## src/logic/sds_defines.svh

```systemverilog
`ifndef SDS_DEFINES_SVH
`define SDS_DEFINES_SVH

// Register indices; byte address is four times the index
`define SDS_IDX_CTRL 12'hc88
`define SDS_IDX_STAT 12'hc89
`define SDS_IDX_DATA0 12'hc8a
`define SDS_IDX_DATA1 12'hc8b
`define SDS_IDX_DATA2 12'hc8c
`define SDS_IDX_DATA3 12'hc8d
`define SDS_IDX_IRQ_ST 12'hc8e
`define SDS_IDX_IRQ_MASK 12'hc8f

// Control field positions
`define SDS_CTRL_MANUAL 0
`define SDS_CTRL_LSB_FIRST 1
`define SDS_CTRL_LEN_LO 2
`define SDS_CTRL_LEN_HI 3
`define SDS_CTRL_MAN_LEVEL 4
`define SDS_CTRL_RESET 5'h00

// Status and interrupt bit positions
`define SDS_STAT_BUSY 0
`define SDS_IRQ_DONE 0
`define SDS_IRQ_REFUSED 1
`define SDS_IRQ_RESET 2'h0

// Timing: serial clock half period, rounded up to whole clock cycles
`define SDS_CLK_NS 50
`define SDS_SCLK_HALF_NS 200
`define SDS_HALF_CYC ((`SDS_SCLK_HALF_NS + `SDS_CLK_NS - 1) / `SDS_CLK_NS)

`endif

```

## src/logic/sds_pkg.sv

```systemverilog
package sds_pkg;

   typedef logic [31:0] sds_word_t;

   // Control register layout, bit 4 down to bit 0
   typedef struct packed {
      logic man_level;
      logic [1:0] frame_length_field;
      logic low_bit_first_order;
      logic manual_select_control;
   } sds_ctrl_s;

   typedef enum logic {
      sds_idle,
      sds_shift
   } sds_state_e;

endpackage

```

## src/logic/sds_sync.sv

```systemverilog
`timescale 1ns/1ps

// Two-flop synchroniser for a single level from outside the clock domain
module sds_sync (
   input wire logic clk,
   input wire logic arst_n,
   input wire logic async_in,
   output logic sync_out
);

   logic meta_reg;

   // First stage is read by the second stage only
   always_ff @(posedge clk or negedge arst_n) begin
      if (!arst_n) begin
         meta_reg <= 1'b0;
         sync_out <= 1'b0;
      end else begin
         meta_reg <= async_in;
         sync_out <= meta_reg;
      end
   end

endmodule

```

## src/logic/sds_top.sv

```systemverilog
// What this block does
// - Data byte 3 holds the most significant byte.
// - Byte 3 write starts clock, auto-selects target.
// - Wider frames put low byte at lowest address.
// - MSB-first sends byte3 top, receives into frame bottom.
// - LSB-first sends frame bottom, receives into top.
// - LSB-first result MSB lands in byte len.
// - Status bit D0 reads busy while shifting.
//
// The Avalon-MM interface to the registers is this design's own decision.
`timescale 1ns/1ps

`include "sds_defines.svh"

module sds_top (
   input wire logic clk,
   input wire logic arst_n,
   input wire logic [13:0] avs_address,
   input wire logic avs_read,
   input wire logic avs_write,
   input wire sds_pkg::sds_word_t avs_writedata,
   input wire logic [3:0] avs_byteenable,
   output sds_pkg::sds_word_t avs_readdata,
   output logic avs_waitrequest,
   output logic spi_sclk,
   output logic spi_mosi,
   output logic spi_ss_n,
   input wire logic spi_miso,
   output logic irq
);

   import sds_pkg::*;

   sds_ctrl_s ctrl_reg;
   sds_state_e state_reg;
   sds_word_t word_reg;
   sds_word_t shift_next;
   sds_word_t load_word;
   sds_word_t frame_mask;
   sds_word_t rd_next;
   logic ack_reg;
   logic [11:0] idx;
   logic wr_acc;
   logic rd_acc;
   logic data_hit;
   logic [1:0] byte_sel;
   logic start;
   logic refused;
   logic busy;
   logic [5:0] nbits;
   logic [4:0] lowpos;
   logic [5:0] bit_cnt_reg;
   logic [2:0] div_cnt_reg;
   logic tick;
   logic sclk_reg;
   logic mosi_reg;
   logic auto_ss_reg;
   logic rx_bit_reg;
   logic miso_s;
   logic fall;
   logic last_bit;
   logic done;
   logic [1:0] irq_st_reg;
   logic [1:0] irq_mask_reg;
   logic [1:0] irq_ev;
   logic [1:0] rd_clr;

   // Bit that leaves first for the given order and frame start
   function automatic logic tx_of(input sds_word_t w, input logic lsb, input logic [4:0] lp);
      logic b;
      b = lsb ? w[lp] : w[31];
      return b;
   endfunction

   // Incoming data pin crosses into the clock domain
   sds_sync u_miso_sync (
      .clk(clk),
      .arst_n(arst_n),
      .async_in(spi_miso),
      .sync_out(miso_s)
   );

   // Bus decode; the word index is the byte address over four
   assign idx = avs_address[13:2];
   assign wr_acc = avs_write & ack_reg;
   assign rd_acc = avs_read & ack_reg;
   assign data_hit = (idx >= `SDS_IDX_DATA0) && (idx <= `SDS_IDX_DATA3);
   assign byte_sel = 2'(idx - `SDS_IDX_DATA0);
   assign busy = (state_reg == sds_shift);

   // One wait cycle per access gives time to register read data
   assign avs_waitrequest = (avs_read | avs_write) & ~ack_reg;

   always_ff @(posedge clk or negedge arst_n) begin
      if (!arst_n) begin
         ack_reg <= 1'b0;
      end else begin
         ack_reg <= (avs_read | avs_write) & ~ack_reg;
      end
   end

   assign start = wr_acc & avs_byteenable[0] & (idx == `SDS_IDX_DATA3) & ~busy;
   // Writes that would tear a running frame are dropped and flagged
   assign refused = wr_acc & avs_byteenable[0] & busy
                    & (data_hit | (idx == `SDS_IDX_CTRL));

   assign nbits = {ctrl_reg.frame_length_field + 3'd1, 3'b000};
   assign lowpos = 5'(6'd32 - nbits);
   assign frame_mask = 32'hffff_ffff << lowpos;

   assign load_word = {avs_writedata[7:0], word_reg[23:0]};

   // Serial clock divider, running only while a frame is under way
   assign tick = busy && (div_cnt_reg == 3'(`SDS_HALF_CYC - 1));
   assign fall = tick & sclk_reg;
   assign last_bit = (bit_cnt_reg == 6'd1);
   assign done = fall & last_bit;

   always_ff @(posedge clk or negedge arst_n) begin
      if (!arst_n) begin
         div_cnt_reg <= 3'h0;
      end else if (!busy || tick) begin
         div_cnt_reg <= 3'h0;
      end else begin
         div_cnt_reg <= div_cnt_reg + 3'd1;
      end
   end

   // Next word after one falling edge, bits outside the frame kept except on the LSB-first last bit
   always_comb begin
      shift_next = word_reg;
      if (ctrl_reg.low_bit_first_order) begin
         shift_next = ({rx_bit_reg, word_reg[31:1]} & frame_mask) | (word_reg & ~frame_mask);
         if (last_bit) begin
            shift_next = shift_next >> lowpos;
         end
      end else begin
         shift_next = ((word_reg << 1) & frame_mask) | (word_reg & ~frame_mask);
         shift_next[lowpos] = rx_bit_reg;
      end
   end

   // Frame sequencer
   always_ff @(posedge clk or negedge arst_n) begin
      if (!arst_n) begin
         state_reg <= sds_idle;
         bit_cnt_reg <= 6'h00;
      end else begin
         unique case (state_reg)
            sds_idle: begin
               if (start) begin
                  state_reg <= sds_shift;
                  bit_cnt_reg <= nbits;
               end
            end
            sds_shift: begin
               if (done) begin
                  state_reg <= sds_idle;
               end
               if (fall) begin
                  bit_cnt_reg <= bit_cnt_reg - 6'd1;
               end
            end
         endcase
      end
   end

   // Data word: host byte writes when idle, shifting while busy
   always_ff @(posedge clk or negedge arst_n) begin
      if (!arst_n) begin
         word_reg <= 32'h0000_0000;
      end else if (busy) begin
         if (fall) begin
            word_reg <= shift_next;
         end
      end else if (wr_acc && avs_byteenable[0] && data_hit) begin
         word_reg[8 * byte_sel +: 8] <= avs_writedata[7:0];
      end
   end

   // Serial clock idles low; data changes on the falling edge
   always_ff @(posedge clk or negedge arst_n) begin
      if (!arst_n) begin
         sclk_reg <= 1'b0;
      end else if (done || !busy) begin
         sclk_reg <= 1'b0;
      end else if (tick) begin
         sclk_reg <= ~sclk_reg;
      end
   end

   // Sample the target on the rising edge
   always_ff @(posedge clk or negedge arst_n) begin
      if (!arst_n) begin
         rx_bit_reg <= 1'b0;
      end else if (tick && !sclk_reg) begin
         rx_bit_reg <= miso_s;
      end
   end

   // Outgoing bit, presented half a period before each rising edge
   always_ff @(posedge clk or negedge arst_n) begin
      if (!arst_n) begin
         mosi_reg <= 1'b0;
      end else if (start) begin
         mosi_reg <= tx_of(load_word, ctrl_reg.low_bit_first_order, lowpos);
      end else if (fall && !last_bit) begin
         mosi_reg <= tx_of(shift_next, ctrl_reg.low_bit_first_order, lowpos);
      end
   end

   // Automatic target select follows the frame
   always_ff @(posedge clk or negedge arst_n) begin
      if (!arst_n) begin
         auto_ss_reg <= 1'b0;
      end else if (start) begin
         auto_ss_reg <= ~ctrl_reg.manual_select_control;
      end else if (done) begin
         auto_ss_reg <= 1'b0;
      end
   end

   assign spi_sclk = sclk_reg;
   assign spi_mosi = mosi_reg;
   // Manual mode lets software hold the select across several frames
   assign spi_ss_n = ~(auto_ss_reg | (ctrl_reg.manual_select_control & ctrl_reg.man_level));

   // Control register, frozen while a frame runs
   always_ff @(posedge clk or negedge arst_n) begin
      if (!arst_n) begin
         ctrl_reg <= `SDS_CTRL_RESET;
      end else if (wr_acc && avs_byteenable[0] && idx == `SDS_IDX_CTRL && !busy) begin
         ctrl_reg <= avs_writedata[4:0];
      end
   end

   // Interrupt events; a set in the clearing cycle survives
   always_comb begin
      irq_ev = 2'b00;
      irq_ev[`SDS_IRQ_DONE] = done;
      irq_ev[`SDS_IRQ_REFUSED] = refused;
   end

   // Only bits the host actually saw are cleared by the read
   assign rd_clr = (rd_acc && idx == `SDS_IDX_IRQ_ST) ? avs_readdata[1:0] : 2'b00;

   always_ff @(posedge clk or negedge arst_n) begin
      if (!arst_n) begin
         irq_st_reg <= `SDS_IRQ_RESET;
      end else begin
         irq_st_reg <= (irq_st_reg & ~rd_clr) | irq_ev;
      end
   end

   always_ff @(posedge clk or negedge arst_n) begin
      if (!arst_n) begin
         irq_mask_reg <= `SDS_IRQ_RESET;
      end else if (wr_acc && avs_byteenable[0] && idx == `SDS_IDX_IRQ_MASK) begin
         irq_mask_reg <= avs_writedata[1:0];
      end
   end

   assign irq = |(irq_st_reg & irq_mask_reg);

   // Read mux; unmapped indices read as zero
   always_comb begin
      rd_next = 32'h0000_0000;
      if (data_hit) begin
         rd_next[7:0] = word_reg[8 * byte_sel +: 8];
      end else if (idx == `SDS_IDX_CTRL) begin
         rd_next[4:0] = ctrl_reg;
      end else if (idx == `SDS_IDX_STAT) begin
         rd_next[`SDS_STAT_BUSY] = busy;
      end else if (idx == `SDS_IDX_IRQ_ST) begin
         rd_next[1:0] = irq_st_reg;
      end else if (idx == `SDS_IDX_IRQ_MASK) begin
         rd_next[1:0] = irq_mask_reg;
      end
   end

   // Read data captured in the wait cycle and held until the next read
   always_ff @(posedge clk or negedge arst_n) begin
      if (!arst_n) begin
         avs_readdata <= 32'h0000_0000;
      end else if (avs_read && !ack_reg) begin
         avs_readdata <= rd_next;
      end
   end

endmodule

```

## config.mk

```make
export PLATFORM = sky130hd
export DESIGN_NAME = sds_top
export DESIGN_NICKNAME = d
export VERILOG_FILES = /design/src/logic/sds_pkg.sv /design/src/logic/sds_sync.sv /design/src/logic/sds_top.sv
export VERILOG_INCLUDE_DIRS = /design/src /design/src/logic
export SDC_FILE = /design/constraint.sdc
export NUM_CORES = 1
export LEC_CHECK = 0
export ABC_AREA = 0
export ABC_CLOCK_PERIOD_IN_PS = 6800
export BUFFER_PORTS_ARGS = -buffer_cell sky130_fd_sc_hd__buf_2
export CAP_MARGIN = 30
export CORE_UTILIZATION = 40
export DETAILED_ROUTE_END_ITERATION = 8
export PLACE_DENSITY = 0.57
export SYNTH_ARGS = -nofsm -noshare
export SYNTH_HDL_FRONTEND = slang
export SYNTH_SLANG_ARGS = --single-unit
```

## constraint.sdc

```tcl
create_clock -name clk -period 6.8 [get_ports clk]
set_clock_uncertainty 0.1 [all_clocks]
set_input_delay 0.34 -clock clk [delete_from_list [all_inputs] [get_ports clk]]
set_output_delay 0.34 -clock clk [all_outputs]
set_load 0.01 [all_outputs]
```

After elaboration in Yosys (flattened, before gate mapping)
Index checks and enable logic that the tools add are counted.
{"block": "word_totals", "reg_bits": 66, "output_inout_bits": 37}
{"block": "classes", "eq_ne": 9, "reduce_logical": 25, "n_mux": 37, "n_bitwise": 29, "magnitude_cmp": 4, "n_addsub": 6, "shifts": 5}
{"operator": "32-bit two-way mux", "count": 5}
{"operator": "32-bit AND", "count": 3}
{"operator": "32-bit bitwise mux", "count": 2}
{"operator": "32-bit bitwise OR", "count": 2}
{"operator": "12-bit == test, second input constant", "count": 5}
{"operator": "5-bit negator with 34-bit output", "count": 1}
{"operator": "8-bit by 34-bit variable shift with 32-bit output, first input constant", "count": 1}
{"operator": "8-bit by 34-bit indexed part select with 32-bit output", "count": 1}
{"operator": "32-bit inverter", "count": 1}
{"operator": "32-bit by 6-bit indexed part select with 8-bit output", "count": 1}
{"operator": "32-bit by 5-bit << shifter with 32-bit output, first input constant", "count": 1}
{"operator": "32-bit by 5-bit right shift with 32-bit output", "count": 1}
{"operator": "1-bit two-way mux", "count": 15}
{"operator": "12-bit >= comparator, second input constant", "count": 1}
{"operator": "12-bit less-or-equal comparator, second input constant", "count": 1}
{"operator": "1-bit logical AND", "count": 12}
{"operator": "6-bit two-way mux", "count": 2}
{"operator": "6-bit case mux with 2 select lines", "count": 1}
{"operator": "1-bit AND", "count": 11}
{"operator": "1-bit binary-select mux with 5-bit select", "count": 2}
{"operator": "3-bit two-way mux", "count": 3}
{"operator": "2-bit two-way mux", "count": 4}
{"operator": "2-bit nonzero test", "count": 4}
{"operator": "6-bit by 1-bit == test with 1-bit output, second input constant", "count": 1}
{"operator": "22 further kinds", "count": 34}

Depth between registers and ports, before layout
{"block": "logic_depth", "ltp_word": 14, "ltp_mapped": 11}

Cells and area by module
A second synthesis with hierarchy kept.
{"block": "unflattened", "hier_cells": 592, "hier_area_um2": 5278.8}
{"mod": "sds_top", "n_inst": 1, "cells_per_inst": 590, "area_per_inst_um2": 5228.8, "seq_area_each_um2": 1601.5}
{"mod": "sds_sync", "n_inst": 1, "cells_per_inst": 2, "area_per_inst_um2": 50.0, "seq_area_each_um2": 50.0}

Worst setup path before layout
Ideal clock, no wire load.
{"block": "synth_timing", "kind": "register to register", "start": "register ctrl_reg[2] (netlist bit)", "end": "register (tool-made name)", "arrival_ns": 2.929, "required_time_ns": 6.576, "slack_ns": 3.647, "path_stages_with_launch": 12, "path_buffers": 4, "setup_ns": 0.124, "cell_sequence": "dfrtp_1 -> clkbuf_1 -> clkinv_1 -> ha_1 -> clkbuf_1 -> nand2b_1 -> clkbuf_1 -> nand3_1 -> clkbuf_1 -> a221oi_1 -> nor3_1 -> a211o_1"}
{"element": "start: declaration", "line_no": "sds_top.sv:34", "text": "sds_ctrl_s ctrl_reg;"}
{"element": "start signal: assignment", "line_no": "sds_top.sv:231", "text": "ctrl_reg <= `SDS_CTRL_RESET;"}
{"element": "start signal: assignment", "line_no": "sds_top.sv:233", "text": "ctrl_reg <= avs_writedata[4:0];"}

==> results.md <==
Floorplanning:
- 92 I/O pins were placed.
- The standard cell core area is 12,700 um^2.
- The floorplan step set the die height to 117 um.
- Measured along the x axis, the die boundary spans 117 um.
- For this configuration, the core starts out at a cell density of 41.5%.
- The floorplan die area is 13,700 um^2.
- The count of standard-cell rows is 41.

Yosys:
- The synthesized netlist devotes 3.80% of its cell area to adder and majority cells.
- During synthesis, Yosys emitted a total of 0 warnings.
- In this run the mean area of a mapped cell was 8.93 um^2.
- Summing the areas of all and, or, nand and nor instances in the mapped netlist gives 17.1% of the synthesized area.
- The share of Yosys cell area claimed by the top area cell type is 31.3%.
- The prevailing post-synth register cell is dfrtp_1.
- The complex-gate fraction of the synthesized area is 24.6%.
- The netlist area before placement is 5280 um^2.
- The distinct cell type count of the synthesized netlist is 69.
- The number of enable-type register cells in the synthesized netlist is 0.
- Of all cell types, the one taking the most synthesized area is dfrtp_1.
- The synthesized design contains 66 register bits.
- The fraction of synthesized area in multiplexers is 14.4%.
- The cell count after synthesis came out at 591.
- The async set-or-reset flop fraction in the synthesized netlist is 100%.
- The part of the Yosys area used for sequential elements is 31.3%.
- The synthesized-area fraction occupied by xor and xnor cells is 0.332%.
- After synthesis, the cell types taking the most area are dfrtp_1, mux2_2, mux4_2.
- The main combinational cell family by area after synthesis is compound AO/OA/AOI/OAI gates.

STA:
- The clock period could shrink to 3.26 ns.
- The highest attainable clock frequency is 307 MHz.
- The setup TNS after final layout is 0 ns.
- The max-slew violation total from the final report is 0.
- Setup repair after global routing left no endpoint under its margin.
- In the finished design, the share of the clock period the worst path needs comes to 47.9%.
- Headroom to the max-slew limit came out at 42.3%.
- The number of endpoints failing setup at the final stage is 0.
- The worst path meets setup with 3.54 ns of slack.
- The transition time at the pin with the least slew margin is 0.865 ns.
- The number of hold violations in the final report is 0.

Run:
- The tool flagged a number of max-cap violations equal to 0.

Clock tree:
- After clock tree synthesis, the setup repair step added 0 buffers.
- Counting along the longest clock path gives a buffer depth of 2.
- The clock insertion delay at the later pin of the skew report is 0.35 ns.
- The number of buffers added by the clock tree synthesis step is 9.
- TritonCTS built the clock tree.
- The tree built by TritonCTS fans out to 66 sinks.
- The cell sitting at the root of the clock tree is a clkbuf_16.
- The H-tree generated during clock tree synthesis spans 3 levels.
- The clock transition at the register clock pins on the worst setup and hold paths after CTS is 0.06 ns.

Finish:
- After routing the design area is 5740 um^2.
- 0 antenna diodes ended up in the layout.
- The post-route netlist has 17.5% of its cells at a drive strength greater than 1.
- The number of fill cells in the layout is 1,267.
- Compared with the post-synthesis result, the final layout area differs by 8.78%.
- The number of non-filler instances in the completed layout is 778.
- The number of nets at the end of the flow is 673.
- The most frequent standard cell in the layout excluding fill and tap cells is dfrtp_1.
- Leaving out fill and tap cells, the most frequent cells in the layout are dfrtp_1, nand2_1, buf_2, o21ai_0, nor2_1.

Power and ir drop:
- The design draws 890 uW.
- In this run the power density over the cells is 155 nW/um^2.
- The total leakage power is 2.35 nW.
- VDD sags by at most 0.0910 mV.

Critical path:
- Along the worst path, the maximum fanout reaches 36.
- The category of the worst setup path capture point is a register.
- For the worst setup path, the data required time is 6.99 ns.
- The critical path startpoint category is a register.
- STA puts the critical path data arrival time at 3.45 ns.
- The critical path is of the reg2reg type.

Placed design:
- Prior to clock tree synthesis, the placed netlist has a worst setup slack of 3.32 ns.
- Routability-driven placement finished with a final weighted congestion of 0.914.
- The wire-length estimate of the detail-placed layout is 12,200 um.
- The number of buffer cells added on primary ports is 38.
- The cell count after placement is 762.
- The placed instances occupy a cell area of 5470 um^2.

Drt:
- Before antenna repair, the detailed router went through 7 iterations.
- Dividing the detail-routed wire length by the instance count gives 22.1 um.
- The count of nets left with antenna violations once routing finished came out at 0.
- The routed wire length is 17,200 um.
- The routed via count is 4,929.
- After detailed routing, the number of remaining DRC violations is 0.
- Using the TritonRoute via totals, the vias-per-cell ratio works out to 6.34.
- The first routing iteration left 570 violations.

Global routing:
- The wire length of the first global-routing pass is 27,200 um.
- The leftover overflow at the end of global routing is 0.
- The aggregate global-route resource usage is 27.4%.
- The number of global-route vias before repair is 4,647.
- The maximum number of pins on one net before global-route repair is 67.
- The initial antenna violation count was 0.

Hold path:
- In this run the worst hold path is classified as in2async.

Outcome:
- The flow ran to the end, and the final reports show no timing, DRC or antenna violations.
[power by group]
group          leakage (nW)  internal (mW)  switching, mW
sequential            0.807          0.396        0.00632
clock                 0.120          0.243          0.181
combinational          1.42         0.0192         0.0436
total                  2.35          0.659          0.231
[layer usage]
metal	vias to the layer above	routed length, um	global-route usage, %
li1	2211	-	-
met1	2407	7490	37.5
met2	261	7600	40.7
met3	50	1350	5.30
met4	0	756	14.9
met5	-	0	0
[cells in the mapped netlist (9+ instances only)]
master	n
a211oi_1	10
nor2_1	34
a21oi_1	28
mux2i_1	24
nor3_1	21
nand2_1	47
a222oi_1	9
a22o_1	9
mux4_2	11
mux2_2	24
clkbuf_1	39
a221oi_1	12
dfrtp_1	66
inv_1	24
o21ai_0	37
buf_4	24
nand3_1	14
ha_1	16
[through the flow]
step                hold WS (ns)  util (%)
finish                    0.0996      45.1
global route               0.184      45.1
CTS                        0.122      45.1
detailed placement         0.237      43.0
global placement           0.233      42.9
floorplan                -0.0556         -
[area by class of cell]
class / count / area (um^2) / area share, %
sequential: 66 / 1650 / 28.8
clock buffer: 10 / 229 / 3.99
timing repair buffer: 45 / 245 / 4.27
tap: 172 / 215 / 3.75
multi-input combinational: 454 / 3270 / 56.9
clock inverter: 5 / 32.5 / 0.567
inverter: 26 / 97.6 / 1.70
[path summary, 6_finish.rpt]
check / cells after the start / slack (ns) / start / endpoint
hold reg to reg: 0 / 0.25 / u_miso_sync.meta_reg / u_miso_sync.sync_out
hold / removal: 2 / 0.1 / arst_n / div_cnt_reg[1]
min in group clk: 3 / 0.18 / avs_write / ack_reg
setup reg to reg: 8 / 3.54 / ctrl_reg[2] / register
max in group asynchronous: 2 / 5.94 / arst_n / word_reg[29]
setup / recovery: 8 / 3.54 / ctrl_reg[2] / register
[worst max-delay path, cell delays in order, from the launching register on]
cell      delay, ns
dfrtp_1        0.34
clkinv_1       0.27
ha_1           0.41
buf_4          0.35
nand2b_1       0.35
nor3_1         0.73
a221oi_1       0.24
nor3_1         0.26
a211o_1        0.14
[timing repair]
action                                 in CTS  in global routing
gates resized for setup                     0                  0
hold buffers                                1                  0
endpoints found under the hold margin       1                  0
[kinds of logic (layout without fill, tap and decap cells)]
family          after synthesis  after routing
mux                          59             59
buf+inv                      94             86
xor+xnor                      2              2
flops                        66             66
simple gates                174            174
fa+ha+maj                    16             16
other cells                   1             24
compound gates              179            179
Note: power is estimated with default switching activity, not from simulation.
